==> src/lane_err_defs.vh <==
// register map, field positions and reset values for the lane error hold block
// included by the design files; definitions only
`ifndef LANE_ERR_DEFS_VH
`define LANE_ERR_DEFS_VH

`define ADDR_W 12
`define DATA_W 8
`define CNT_W 8
`define LANE3_HOLD_ADDR 12'h48b
`define LANE4_HOLD_ADDR 12'h48c
`define LANE5_HOLD_ADDR 12'h48d
`define HOLD_W 3
`define HOLD_RESET 3'h7
`define BIT_UNEXP_CTRL 2
`define BIT_INVALID_CODE 1
`define BIT_DISPARITY 0
`define CNT_TERMINAL 8'hff
`define CNT_ZERO 8'h00
`define CNT_ONE 8'h01
`define RESERVED_ZERO 5'h00

`endif

==> src/err_counter.v <==
// one 8-bit lane error counter with selectable saturation at terminal count
// assumes single clock, async active-high reset, synchronous clear
`timescale 1ns/100ps
`include "lane_err_defs.vh"

module err_counter (
  // clock and reset
  input wire clk,
  input wire rst,
  // control
  input wire hold_en,
  input wire clear,
  input wire err,
  // count
  output reg [`CNT_W-1:0] count_q
);

  reg [`CNT_W-1:0] count_d;

  always @* begin
    count_d = count_q;
    if (clear) begin
      count_d = `CNT_ZERO;
    end else if (err) begin
      if (hold_en && count_q == `CNT_TERMINAL) begin
        count_d = count_q;
      end else begin
        count_d = count_q + `CNT_ONE;
      end
    end
  end

  always @(posedge clk or posedge rst) begin
    if (rst) begin
      count_q <= `CNT_ZERO;
    end else begin
      count_q <= count_d;
    end
  end

endmodule // err_counter

==> src/lane_error_count_hold.v <==
// hold-enable registers for lanes 3..5 and their three error counters each
// assumes a synchronous byte register port and error strobes synchronous to clk
`timescale 1ns/100ps
`include "lane_err_defs.vh"

module lane_error_count_hold (
  // clock and reset
  input wire clk,
  input wire rst,
  // configuration port
  input wire [`ADDR_W-1:0] cfg_addr,
  input wire cfg_wr,
  input wire cfg_rd,
  input wire [`DATA_W-1:0] cfg_wdata,
  output reg [`DATA_W-1:0] cfg_rdata_q,
  // error strobes, one bit per lane (bit 0 = lane 3)
  input wire [2:0] unexpected_control_char_error,
  input wire [2:0] invalid_code_error,
  input wire [2:0] running_disparity_error,
  // user clear of counters, per lane
  input wire [2:0] counter_clear,
  // counters, 8 bits per lane packed (lane 3 lowest)
  output wire [3*`CNT_W-1:0] unexp_ctrl_count_q,
  output wire [3*`CNT_W-1:0] invalid_code_count_q,
  output wire [3*`CNT_W-1:0] disparity_count_q
);

  // per-lane hold enables and their next values
  reg [`HOLD_W-1:0] lane3_saturate_enables_q;
  reg [`HOLD_W-1:0] lane4_saturate_enables_q;
  reg [`HOLD_W-1:0] lane5_saturate_enables_q;
  reg [`HOLD_W-1:0] lane3_saturate_enables_d;
  reg [`HOLD_W-1:0] lane4_saturate_enables_d;
  reg [`HOLD_W-1:0] lane5_saturate_enables_d;

  // read data next value
  reg [`DATA_W-1:0] cfg_rdata_d;

  // address decode
  wire lane3_sel;
  wire lane4_sel;
  wire lane5_sel;
  wire lane3_wr;
  wire lane4_wr;
  wire lane5_wr;

  // hold enable of each counter
  wire lane3_unexp_hold;
  wire lane3_invalid_hold;
  wire lane3_disp_hold;
  wire lane4_unexp_hold;
  wire lane4_invalid_hold;
  wire lane4_disp_hold;
  wire lane5_unexp_hold;
  wire lane5_invalid_hold;
  wire lane5_disp_hold;

  assign lane3_sel = (cfg_addr == `LANE3_HOLD_ADDR);
  assign lane4_sel = (cfg_addr == `LANE4_HOLD_ADDR);
  assign lane5_sel = (cfg_addr == `LANE5_HOLD_ADDR);
  // the write is accepted any time; keeping it to soft reset is software's job
  assign lane3_wr = cfg_wr && lane3_sel;
  assign lane4_wr = cfg_wr && lane4_sel;
  assign lane5_wr = cfg_wr && lane5_sel;

  // only bits 2:0 of the write data are stored
  always @* begin
    lane3_saturate_enables_d = lane3_saturate_enables_q;
    lane4_saturate_enables_d = lane4_saturate_enables_q;
    lane5_saturate_enables_d = lane5_saturate_enables_q;
    if (lane3_wr) begin
      lane3_saturate_enables_d = cfg_wdata[`HOLD_W-1:0];
    end
    if (lane4_wr) begin
      lane4_saturate_enables_d = cfg_wdata[`HOLD_W-1:0];
    end
    if (lane5_wr) begin
      lane5_saturate_enables_d = cfg_wdata[`HOLD_W-1:0];
    end
  end

  always @(posedge clk or posedge rst) begin
    if (rst) begin
      lane3_saturate_enables_q <= `HOLD_RESET;
      lane4_saturate_enables_q <= `HOLD_RESET;
      lane5_saturate_enables_q <= `HOLD_RESET;
    end else begin
      lane3_saturate_enables_q <= lane3_saturate_enables_d;
      lane4_saturate_enables_q <= lane4_saturate_enables_d;
      lane5_saturate_enables_q <= lane5_saturate_enables_d;
    end
  end

  // reserved upper bits and unmapped addresses read zero
  always @* begin
    cfg_rdata_d = {`DATA_W{1'b0}};
    if (lane3_sel) begin
      cfg_rdata_d = {`RESERVED_ZERO, lane3_saturate_enables_q};
    end
    if (lane4_sel) begin
      cfg_rdata_d = {`RESERVED_ZERO, lane4_saturate_enables_q};
    end
    if (lane5_sel) begin
      cfg_rdata_d = {`RESERVED_ZERO, lane5_saturate_enables_q};
    end
  end

  // read data stands until the next read strobe
  always @(posedge clk or posedge rst) begin
    if (rst) begin
      cfg_rdata_q <= {`DATA_W{1'b0}};
    end else if (cfg_rd) begin
      cfg_rdata_q <= cfg_rdata_d;
    end
  end

  // one hold field per error type
  assign lane3_unexp_hold = lane3_saturate_enables_q[`BIT_UNEXP_CTRL];
  assign lane3_invalid_hold = lane3_saturate_enables_q[`BIT_INVALID_CODE];
  assign lane3_disp_hold = lane3_saturate_enables_q[`BIT_DISPARITY];
  assign lane4_unexp_hold = lane4_saturate_enables_q[`BIT_UNEXP_CTRL];
  assign lane4_invalid_hold = lane4_saturate_enables_q[`BIT_INVALID_CODE];
  assign lane4_disp_hold = lane4_saturate_enables_q[`BIT_DISPARITY];
  assign lane5_unexp_hold = lane5_saturate_enables_q[`BIT_UNEXP_CTRL];
  assign lane5_invalid_hold = lane5_saturate_enables_q[`BIT_INVALID_CODE];
  assign lane5_disp_hold = lane5_saturate_enables_q[`BIT_DISPARITY];

  // clear is per lane and beats an error in the same cycle
  // lane 3 counters
  err_counter lane3_unexp_counter (
    .clk(clk),
    .rst(rst),
    .hold_en(lane3_unexp_hold),
    .clear(counter_clear[0]),
    .err(unexpected_control_char_error[0]),
    .count_q(unexp_ctrl_count_q[0 +: `CNT_W])
  );

  err_counter lane3_invalid_counter (
    .clk(clk),
    .rst(rst),
    .hold_en(lane3_invalid_hold),
    .clear(counter_clear[0]),
    .err(invalid_code_error[0]),
    .count_q(invalid_code_count_q[0 +: `CNT_W])
  );

  err_counter lane3_disp_counter (
    .clk(clk),
    .rst(rst),
    .hold_en(lane3_disp_hold),
    .clear(counter_clear[0]),
    .err(running_disparity_error[0]),
    .count_q(disparity_count_q[0 +: `CNT_W])
  );

  // lane 4 counters
  err_counter lane4_unexp_counter (
    .clk(clk),
    .rst(rst),
    .hold_en(lane4_unexp_hold),
    .clear(counter_clear[1]),
    .err(unexpected_control_char_error[1]),
    .count_q(unexp_ctrl_count_q[`CNT_W +: `CNT_W])
  );

  err_counter lane4_invalid_counter (
    .clk(clk),
    .rst(rst),
    .hold_en(lane4_invalid_hold),
    .clear(counter_clear[1]),
    .err(invalid_code_error[1]),
    .count_q(invalid_code_count_q[`CNT_W +: `CNT_W])
  );

  err_counter lane4_disp_counter (
    .clk(clk),
    .rst(rst),
    .hold_en(lane4_disp_hold),
    .clear(counter_clear[1]),
    .err(running_disparity_error[1]),
    .count_q(disparity_count_q[`CNT_W +: `CNT_W])
  );

  // lane 5 counters
  err_counter lane5_unexp_counter (
    .clk(clk),
    .rst(rst),
    .hold_en(lane5_unexp_hold),
    .clear(counter_clear[2]),
    .err(unexpected_control_char_error[2]),
    .count_q(unexp_ctrl_count_q[2*`CNT_W +: `CNT_W])
  );

  err_counter lane5_invalid_counter (
    .clk(clk),
    .rst(rst),
    .hold_en(lane5_invalid_hold),
    .clear(counter_clear[2]),
    .err(invalid_code_error[2]),
    .count_q(invalid_code_count_q[2*`CNT_W +: `CNT_W])
  );

  err_counter lane5_disp_counter (
    .clk(clk),
    .rst(rst),
    .hold_en(lane5_disp_hold),
    .clear(counter_clear[2]),
    .err(running_disparity_error[2]),
    .count_q(disparity_count_q[2*`CNT_W +: `CNT_W])
  );

endmodule // lane_error_count_hold

==> config.mk <==
export PLATFORM = sky130hd
export DESIGN_NAME = lane_error_count_hold
export DESIGN_NICKNAME = d
export VERILOG_FILES = /design/src/err_counter.v /design/src/lane_error_count_hold.v
export VERILOG_INCLUDE_DIRS = /design/src
export SDC_FILE = /design/constraint.sdc
export NUM_CORES = 1
export LEC_CHECK = 0
export ABC_AREA = 1
export BUFFER_PORTS_ARGS = -buffer_cell sky130_fd_sc_hd__buf_2
export CORE_ASPECT_RATIO = 1.1
export CORE_MARGIN = 2
export CORE_UTILIZATION = 50
export CTS_CLUSTER_DIAMETER = 200
export DETAILED_ROUTE_END_ITERATION = 16
export PLACE_DENSITY_LB_ADDON = 0.2
export SYNTH_ARGS = -nofsm -noshare
export SYNTH_HDL_FRONTEND = slang
export SYNTH_HIERARCHICAL = 1
export SYNTH_SLANG_ARGS = --single-unit
==> constraint.sdc <==
create_clock -name clk -period 1.3 [get_ports clk]
set_clock_uncertainty 0.1 [all_clocks]
set_input_delay 0.13 -clock clk [delete_from_list [all_inputs] [get_ports clk]]
set_output_delay 0.13 -clock clk [all_outputs]
set_load 0.02 [all_outputs]
==> Yosys cells after proc, flatten, opt, wreduce, memory -nomap -nowiden <==
Cells that the tools add are included.
{ "op_classes": {"add_sub_neg": 9, "n_eq_ne": 21, "mux": 30, "n_reduce_logical": 30} }
{ "op_table": {"columns": ["cell", "n"], "rows": [
  ["$mux W8", 29],
  ["$add A8 B1 Y8 const B", 9],
  ["$eq A8 B8 Y1 const B", 9],
  ["$eq A12 B11 Y1 const B", 3],
  ["$ne A2 B2 Y1 const B", 9],
  ["$reduce_and A2 Y1", 9],
  ["$reduce_bool A2 Y1", 9],
  ["$logic_and A1 B1 Y1", 12],
  ["$mux W3", 1]
]} }
{ "totals": {"ff_bits": 89, "input_bits": 36, "elab_cells": 103} }

==> Depth between registers and ports, before layout <==
Gate-level depths: netlist (run 1).
{ "logic_depth": {"depth_word": 5, "mapped_depth": 10, "mapped_depth_nobuf": 9} }

==> Modules after synthesis <==
The synthesis (run 1) kept the hierarchy.
{ "modules_own_cells": {"columns": ["module", "n_inst", "cells_each", "area_per_inst_um2", "seq_area_each_um2"], "rows": [
  ["err_counter", 9, 71, 515.5, 200.2],
  ["lane_error_count_hold", 1, 98, 743.2, 311.5]
]} }

==> Worst setup path before layout (run 1) <==
Ideal clock, no wire load.
{ "synth_path": {"path_kind": "reg2reg", "from": "reg lane3_disp_counter.count_q[1]", "to": "reg lane3_disp_counter.count_q[3]", "setup_time_ps": 74, "arrival_time_ps": 1337, "setup_slack_ps": -211, "stages_incl_launch_ff": 9, "path_cell_list": "dfrtp_1 -> ha_1 -> nand3_1 -> nor2_4 -> nand3_2 -> nand2_2 -> buf_6 -> nand2_1 -> o21ai_2"} }
{ "synth_via": {"elab_chain_len": 4, "word_cells_on_any_way": 8} }
{ "synth_rtl": {"columns": ["element", "line_no", "text"], "rows": [
  ["start, declared", "err_counter.v:15", "output reg [`CNT_W-1:0] count_q"],
  ["start signal, assigned", "err_counter.v:35", "count_q <= `CNT_ZERO;"],
  ["start signal, assigned", "err_counter.v:37", "count_q <= count_d;"],
  ["$add A8 B1 Y8 (no line) / $eq A8 B8 Y1 (equally long branches)", null, null],
  ["$mux W8 / $logic_and A1 B1 Y1 (equally long branches)", null, null],
  ["$mux W8 / $ne A2 B2 Y1 (equally long branches)", null, null],
  ["$mux W8 / $reduce_and A2 Y1 (equally long branches)", null, null]
]} }
Parallel ways exist; a longest one is shown, timed or not. The select of a mux whose other input is x is not followed.
A chain may end at the register's enable or synchronous reset.

==> Worst setup path in the final report (run 1) <==
{ "layout_path": {"from": "reg lane3_invalid_counter.count_q[0]", "to": "reg lane3_invalid_counter.count_q[5]"} }
{ "layout_via": {"elab_chain_len": 4, "word_cells_on_any_way": 8} }
{ "layout_rtl": {"columns": ["element", "line_no"], "rows": [
  ["start, declared", "err_counter.v:15"],
  ["start signal, assigned", "err_counter.v:35"],
  ["start signal, assigned", "err_counter.v:37"],
  ["$add A8 B1 Y8 (no line) / $eq A8 B8 Y1 (equally long branches)", null],
  ["$mux W8 / $logic_and A1 B1 Y1 (equally long branches)", null],
  ["$mux W8 / $ne A2 B2 Y1 (equally long branches)", null],
  ["$mux W8 / $reduce_and A2 Y1 (equally long branches)", null]
]} }
Parallel ways exist; a longest one is shown, timed or not. The select of a mux whose other input is x is not followed.

==> results.cfg, run 1 <==
[logic_synthesis]
synth_area_sq_um = 5380
synth_area_leader_cell = dfrtp_1
avgSynthCellArea_sq_um = 7.30
synth.top_cell.area_share_pct = 34.9
synth.distinct_cells = 24
synth-warning-count = 6
syn_inst = 737
ys_ff_latch = 84
ys_seq_area_share_pct = 39.3
synth_area_leaders = dfrtp_1 (35%), nand2_1 (17%), nand3_1 (8.6%)

[job]
drv_cap = 0

[timing]
setup_slack_ps = -81.2
fin_crit_sh_pct = 106
fin_tns_setup_ps = -2360
grt_setup_unrepaired = yes
min_period_ps = 1380
finalHoldViolations = 0
final-max-slew-violation-count = 0
fmax_mhz = 724
final-setup-viol-count = 69

[final_layout]
multi_input_area_sq_um = 3610
nFillCells = 662
final_core_util_pct = 81.1
area_growth_pct = 57.3
fin_cells = 1133
seqCellArea_sq_um = 2140
nets = 1029
drive_gt1_share_pct = 47.8

[drt]
drt_iter0_drc = 245
routed_wirelength_um = 16400
via_count = 5841
wl_per_cell_um = 14.5
viasPerCell = 5.16
postRouteAntennaNets = 0
drt_pass1_iterations = 5
drc = 0

[critical_path]
timing.rr.end = lane3_invalid_counter/count_q[5]
reg2reg_depth = 7
r2r_start = lane3_invalid_counter/count_q[0]
slowest_stage = dfrtp_2
critPathKind = reg2reg
path_buf_inv = 0
path_cells = ha_4 > nand3_4 > nor2_4 > nand3_4 > nand2_4 > nand2_2 > o21ai_2
startpoint_type = flop
arrival_ps = 1550
rrSetupSlack_ps = -80
path_delay_family = simple AND/OR/NAND/NOR gates
worst-path-stages = 7
crit_top_cell = nand3_4
crit_fanout = 5
slowest_delay_ps = 400
worstPathRequired_ps = 1470
cp-end-kind = flop

[min_path]
worstHoldEndpoint = cfg_rdata_q[0]
min_from = cfg_rd
whs_path_depth = 4
holdCritPathClass = in2reg

[clocking]
cts_sinks = 84
clock_path_buffers = 2
cts_buffers = 9
cts.htree.levels = 3
path_clk_slew_ps = 60
tritoncts = built
clk_latency_ps = 350
clockRootBuffer = clkbuf_16

[placed_design]
gp_congestion = 0.866
dp_slack_ps = -139
port_buffers = 105
dp_hpwl_um = 10400
place_inst = 1079

[global_routing]
antenna_found_initial = 1
grt_max_degree = 14
grt_pass1_wl_um = 25200
grt_pass1_vias = 5601
grtUsageTotal_pct = 27.0
gr-total-overflow = 0

[pwr]
ir_drop_uv = 753
static-leakage-power_nw = 4.12
p_per_area_nw_per_um2 = 763
p_total_mw = 6.46

[run_status]
violations = setup timing
outcome = complete, but fails checks

[floorplan]
fp.dieArea_sq_um = 11600
die_w_um = 103
start_util_pct = 51.5
pin_count = 116
rows = 39
core_area_sq_um = 10400
die_h_um = 113
-- cell families (layout without fill, tap and decap cells) --
group / Yosys count / count (layout) / share of synthesized area [%]
AOI/OAI and AO/OA: 81 / 81 / 10.5
and+or+nand+nor: 454 / 463 / 38.0
DFF: 84 / 84 / 39.3
adders and majority gates: 9 / 9 / 2.09
xor gates and xnor gates: 9 / 9 / 1.46
buffers and inverters: 99 / 338 / 8.65
other: 1 / 6 / 0.0697
-- how the worst max path moves through the flow --
stage,from,to,slack (ps)
final,lane3_invalid_counter/count_q[0],lane3_invalid_counter/count_q[5],-80
after global placement,lane5_saturate_enables_q[2],lane5_unexp_counter/count_q[5],-60
after detailed placement,lane4_invalid_counter/count_q[1],lane4_invalid_counter/count_q[5],-140
after global routing,lane3_unexp_counter/count_q[1],lane3_unexp_counter/count_q[4],-140
after floorplan,lane3_disp_counter/count_q[1],lane3_disp_counter/count_q[5],-100
after CTS,lane3_invalid_counter/count_q[0],lane3_invalid_counter/count_q[6],-50
-- cell usage after synthesis (all sizes together) --
library cell and n:
nand2 260, o21bai 9, dfstp 9, inv 84
o21ai 63, dfrtp 75, ha 9, xor2 9
a21oi 9, buf 15, conb 1, nand3 102
nor3 2, nor2 90
-- final cells by class --
| cell class | instances | area share, % |
|---|---|---|
| repair buffers | 238 | 22.8 |
| clock inverters | 5 | 0.621 |
| flip-flops and latches | 84 | 25.3 |
| diodes | 1 | 0.0296 |
| multi-input cells | 567 | 42.7 |
| well taps | 143 | 2.11 |
| clock buffers | 11 | 2.75 |
| inverters | 84 | 3.72 |
-- state kept, by name, summed over array words and instances (netlist names) --
name	count
lane5_unexp_counter/count_q	8
lane5_saturate_enables_q	3
lane4_invalid_counter/count_q	8
lane4_saturate_enables_q	3
lane5_invalid_counter/count_q	8
cfg_rdata_q	3
lane3_invalid_counter/count_q	8
lane3_saturate_enables_q	3
lane5_disp_counter/count_q	8
lane4_disp_counter/count_q	8
lane4_unexp_counter/count_q	8
lane3_unexp_counter/count_q	8
lane3_disp_counter/count_q	8
-- cells in the final DEF, fill, tap and decap left out, drive strengths merged, types with 2 or more instances in the layout --
cell	Yosys	final
ha	9	9
dfstp	9	9
conb	1	5
nand3	102	102
clkbuf	0	11
nor2	90	90
xor2	9	9
o21bai	9	9
inv	84	84
nand2	260	269
dlygate4sd3	0	13
a21oi	9	9
nor3	2	2
buf	15	225
o21ai	63	63
clkinv	0	3
dfrtp	75	75
-- per-stage QoR --
step	hold slack (ps)	area (sq um)
floorplan	-154	5580
global placement	146	6920
detailed placement	146	6920
CTS	1.22	7860
global route	58.8	8470
finish	2.78	8470
-- worst register-to-register path, stage by stage (launching register included) --
cell and delay (ps):
dfrtp_2 400, ha_4 180, nand3_4 90, nor2_4 140
nand3_4 140, nand2_4 140, nand2_2 70, o21ai_2 60
-- repair_timing --
action / 4_1_cts / 5_1_grt
cloned: 9 / 0
endpoints found under the setup margin: 89 / 114
pin swaps: 28 / 48
setup buffers: 5 / 10
hold buffers: 13 / 0
gates resized for setup: 118 / 161
endpoints found under the hold margin: 93 / 0
-- report_power, final --
group / switching, mW / internal (mW) / total (mW) / leakage [nW]
sequential: 0.0848 / 2.70 / 2.78 / 1.09
combinational: 0.652 / 0.467 / 1.12 / 2.89
clock: 1.08 / 1.48 / 2.56 / 0.139
-- layer usage --
metal	up-vias	track usage, %	wire [um]
met1	2817	32.7	6660
met3	33	4.63	609
met4	0	9.39	341
met2	154	47.7	8780
met5	-	0	0
li1	2837	-	-
Power figures use the tool's default switching activity.
==> inputs of run 2 (changes only) <==
- CORE_MARGIN: 2 -> default
- GPL_TIMING_DRIVEN: default -> 0
==> run 2 against run 1 <==
Net effect:
- the run still ends with setup timing left
- first-iteration DRC count decreased by 6.9%
- maximum frequency decreased by 4.8%
- cell count is 5.6% lower
- die area shrank 3.7%
- combinational power is 9% lower
- critical path depth is the same
- critical path type unchanged
- largest cell class unchanged
- highest routed layer unchanged
==> results.cfg, run 2 (synthesis results as in run 1) <==
[drt]
drt_iter0_drc = 228
routed_wirelength_um = 14400
wl_per_cell_um = 13.4
drt_pass1_iterations = 4
drc = 0
via_count = 5492
postRouteAntennaNets = 0
viasPerCell = 5.13

[timing]
grt_setup_unrepaired = yes
min_period_ps = 1450
setup_slack_ps = -151
fin_tns_setup_ps = -6850
final-setup-viol-count = 70
fmax_mhz = 689
finalHoldViolations = 0
fin_crit_sh_pct = 112
final-max-slew-violation-count = 0

[critical_path]
critPathKind = reg2reg
path_cells = ha_4 > buf_4 > nand2_1 > inv_2 > nor2_1 > o21ai_0 > o21ai_2
slowest_stage = dfrtp_2
path_buf_inv = 2
cp-end-kind = flop
startpoint_type = flop
crit_fanout = 2
worstPathRequired_ps = 1460
slowest_delay_ps = 420
arrival_ps = 1610
path_delay_family = flip-flops

[clocking]
cts.htree.levels = 3
cts_sinks = 84
tritoncts = built
cts_buffers = 9
clockRootBuffer = clkbuf_16
clk_latency_ps = 330
clock_path_buffers = 2
path_clk_slew_ps = 60

[floorplan]
die_w_um = 101
start_util_pct = 51.5
die_h_um = 111
fp.dieArea_sq_um = 11200
core_area_sq_um = 10400
rows = 39
pin_count = 116

[run_status]
violations = setup timing
outcome = complete, but fails checks

[placed_design]
dp_slack_ps = -156
port_buffers = 105
gp_congestion = 0.869
dp_hpwl_um = 9270

[min_path]
holdCritPathClass = in2reg

[global_routing]
grt_pass1_vias = 5247
antenna_found_initial = 0
grt_max_degree = 15
grtUsageTotal_pct = 25.7
grt_pass1_wl_um = 23200
gr-total-overflow = 0

[pwr]
p_per_area_nw_per_um2 = 875
static-leakage-power_nw = 3.78
ir_drop_uv = 561

[final_layout]
num_antenna_cells = 0
final_cell_mix = nand2_1 (171), buf_2 (88), nand3_1 (84), inv_1 (75), nand2_2 (71)
final_common_cell = nand2_1
nets = 967
drive_gt1_share_pct = 47.5
area_growth_pct = 43.9

[job]
drv_cap = 0
==> run 2: cell count changes in the layout (fill, tap and decap cells not counted), moves of 12 or more <==
| cell | change |
|---|---|
| buf_6 | -35 |
| nand2_2 | +12 |
| buf_2 | +29 |
| nand2_1 | -13 |
| dfrtp_1 | -21 |
| buf_4 | -47 |
| dfrtp_2 | +21 |
==> run 2: path summary, 6_finish.rpt <==
check,start,endpoint,slack (ps),cells past startpoint
setup / recovery,lane5_unexp_counter/count_q[1],lane5_unexp_counter/count_q[2],-150,7
hold / removal,cfg_rd,cfg_rdata_q[0],10,4
setup reg to reg,lane5_unexp_counter/count_q[1],lane5_unexp_counter/count_q[2],-150,7
hold reg to reg,cfg_rdata_q[2],cfg_rdata_q[2],380,2
max in group asynchronous,rst,lane5_saturate_enables_q[0],360,3
min in group asynchronous,rst,lane5_disp_counter/count_q[6],330,3
==> run 2: what timing repair did <==
action	in CTS	in global routing
buffers inserted	31	16
hold endpoints to repair	92	0
endpoints found under the setup margin	72	99
gates resized for setup	103	113
pin swaps	20	31
hold buffers	12	0
gates cloned	9	0
==> run 2: worst register-to-register path: stages, from the launching register on <==
cell and delay, ps:
dfrtp_2 420, ha_4 180, buf_4 140, nand2_1 70, inv_2 50, nor2_1 120, o21ai_0 160, o21ai_2 150
==> run 2: layout make-up <==
class	count	area, sq um
clock inverters	4	97.6
flip-flops and latches	84	2170
multi-input cells	558	3410
fillers	786	2700
plain buffers	15	154
inverters	84	315
well taps	143	179
clock buffers	12	246
repair buffers	170	1180
==> run 2: metrics by stage <==
step	hold WS (ps)	util (%)	cells	power [mW]	area (sq um)
after floorplan	-154	-	741	3.33	5580
after global routing	14.2	74.2	1070	7.04	7750
after global placement	143	60.2	989	3.55	6280
final	13.2	74.2	1070	6.78	7750
after CTS	0.340	70.2	1057	6.73	7340
after detailed placement	140	60.2	989	3.58	6280
==> run 2: per-layer routing <==
layer	global-route usage (%)	share of wire, %	wire, um
met5	0	0	0
met4	10.7	2.3	332
met3	3.03	4.3	613
met2	45.2	52	7470
met1	31.6	41	5950
==> run 2: report_power, final <==
| part | total [mW] | switching, mW | internal [mW] | leakage (nW) |
|---|---|---|---|---|
| registers | 2.80 | 0.104 | 2.70 | 1.05 |
| clock network | 2.95 | 1.02 | 1.93 | 0.163 |
| logic | 1.02 | 0.594 | 0.429 | 2.56 |
==> inputs of run 3 (changes only) <==
- GPL_TIMING_DRIVEN: 0 -> 1
- SKIP_LAST_GASP: default -> 1
==> run 3 against run 2 <==
Net effect:
- the run still ends with setup timing left
- worst hold slack improved by 13 ps
- critical endpoint is now lane4_disp_counter/count_q[6]
- highest routed layer unchanged
- critical path depth unchanged
- clock-buffer cell count is 2 lower
==> results.cfg, run 3 (synthesis results as in run 1) <==
[clocking]
clockRootBuffer = clkbuf_16
cts.htree.levels = 3
path_clk_slew_ps = 60
tritoncts = built
cts_sinks = 84
clk_latency_ps = 330
clock_path_buffers = 2
cts_buffers = 9

[final_layout]
fin_cells = 1124
nets = 1021
num_antenna_cells = 0
area_growth_pct = 55.2
final_common_cell = nand2_1
final_cell_mix = nand2_1 (172), buf_4 (98), nand3_1 (82), inv_1 (76)
drive_gt1_share_pct = 48.8
finalInstanceArea_sq_um = 8350

[timing]
final-setup-viol-count = 70
final-max-slew-violation-count = 0
setup_slack_ps = -102
fmax_mhz = 713
finalHoldViolations = 0
grt_setup_unrepaired = yes
fin_crit_sh_pct = 108
min_period_ps = 1400

[job]
drv_cap = 0

[placed_design]
port_buffers = 105
dpl_cell_area_sq_um = 6900
gp_congestion = 0.856
place_inst = 1076
dp_hpwl_um = 10000

[pwr]
p_per_area_nw_per_um2 = 750
ir_drop_uv = 546
static-leakage-power_nw = 4.07

[critical_path]
critPathKind = reg2reg
startpoint_type = flop
cp-end-kind = flop
crit_fanout = 6
worstPathRequired_ps = 1460
arrival_ps = 1570

[floorplan]
fp.dieArea_sq_um = 11200
core_area_sq_um = 10400
rows = 39
pin_count = 116
start_util_pct = 51.5
die_w_um = 101
die_h_um = 111

[global_routing]
antenna_found_initial = 0
grt_pass1_wl_um = 24000
grt_max_degree = 15
grtUsageTotal_pct = 26.6
gr-total-overflow = 0
grt_pass1_vias = 5425

[drt]
drt_pass1_iterations = 7
via_count = 5814
routed_wirelength_um = 15500
postRouteAntennaNets = 0
viasPerCell = 5.17
wl_per_cell_um = 13.8
drc = 0
drt_iter0_drc = 261

[run_status]
violations = setup timing
outcome = complete, but fails checks

[min_path]
holdCritPathClass = in2reg
run 3: worst paths after layout:
kind | cells past startpoint | end | slack [ps] | from
max in group asynchronous | 3 | lane4_saturate_enables_q[2] | 380 | rst
min reg2reg | 2 | cfg_rdata_q[2] | 380 | cfg_rdata_q[2]
min in group asynchronous | 3 | lane4_disp_counter/count_q[5] | 340 | rst
max reg2reg | 7 | lane4_disp_counter/count_q[6] | -100 | lane4_disp_counter/count_q[1]
max | 7 | lane4_disp_counter/count_q[6] | -100 | lane4_disp_counter/count_q[1]
min | 3 | lane5_disp_counter/count_q[6] | 30 | running_disparity_error[2]
run 3: cell type report:
cell class / instances / area, sq um
flip-flops and latches: 84 / 2140
fillers: 690 / 2090
multi-input cells: 567 / 3670
clock buffers: 10 / 239
well taps: 143 / 179
clock inverters: 6 / 40.0
repair buffers: 230 / 1760
inverters: 84 / 315
run 3: worst max-delay path, cell delays in order, from the launching register on:
cell	delay, ps
dfrtp_2	390
ha_4	170
nand3_4	80
nor2_4	190
nand3_4	150
nand2_8	140
nand2_2	60
o21ai_2	50
run 3: what timing repair did:
action | CTS | global route
pin swaps | 32 | 66
gates resized for setup | 83 | 178
buffers inserted | 2 | 9
hold buffers | 12 | 0
endpoints found under the setup margin | 80 | 108
gates cloned | 9 | 0
hold endpoints to repair | 92 | 0
run 3: through the flow:
step / hold WS (ps) / setup TNS, ps / power (mW) / util [%] / worst slack, ps
detailed placement: 134 / -4720 / 3.66 / 66.1 / -157
floorplan: -154 / -6240 / 3.33 / - / -104
global route: 8.59 / -7930 / 6.51 / 80.0 / -165
global placement: 144 / -2200 / 3.63 / 66.1 / -68.4
CTS: 6.93 / -819 / 6.16 / 73.8 / -60.6
finish: 26.3 / -3970 / 6.26 / 80.0 / -102
run 3: where the power goes:
group          leakage, nW  internal (mW)  switching [mW]
clock network        0.127           1.34            1.05
registers             1.09           2.70          0.0842
logic                 2.86          0.449           0.642
run 3: routing by layer:
metal	track usage, %	vias to the layer above	part of all wire (%)	wire length [um]
met3	4.60	36	4.0	619
li1	-	2826	-	-
met2	47.4	162	53	8290
met1	32.0	2790	40	6270
met5	0	-	0	0
met4	8.70	0	2.2	338
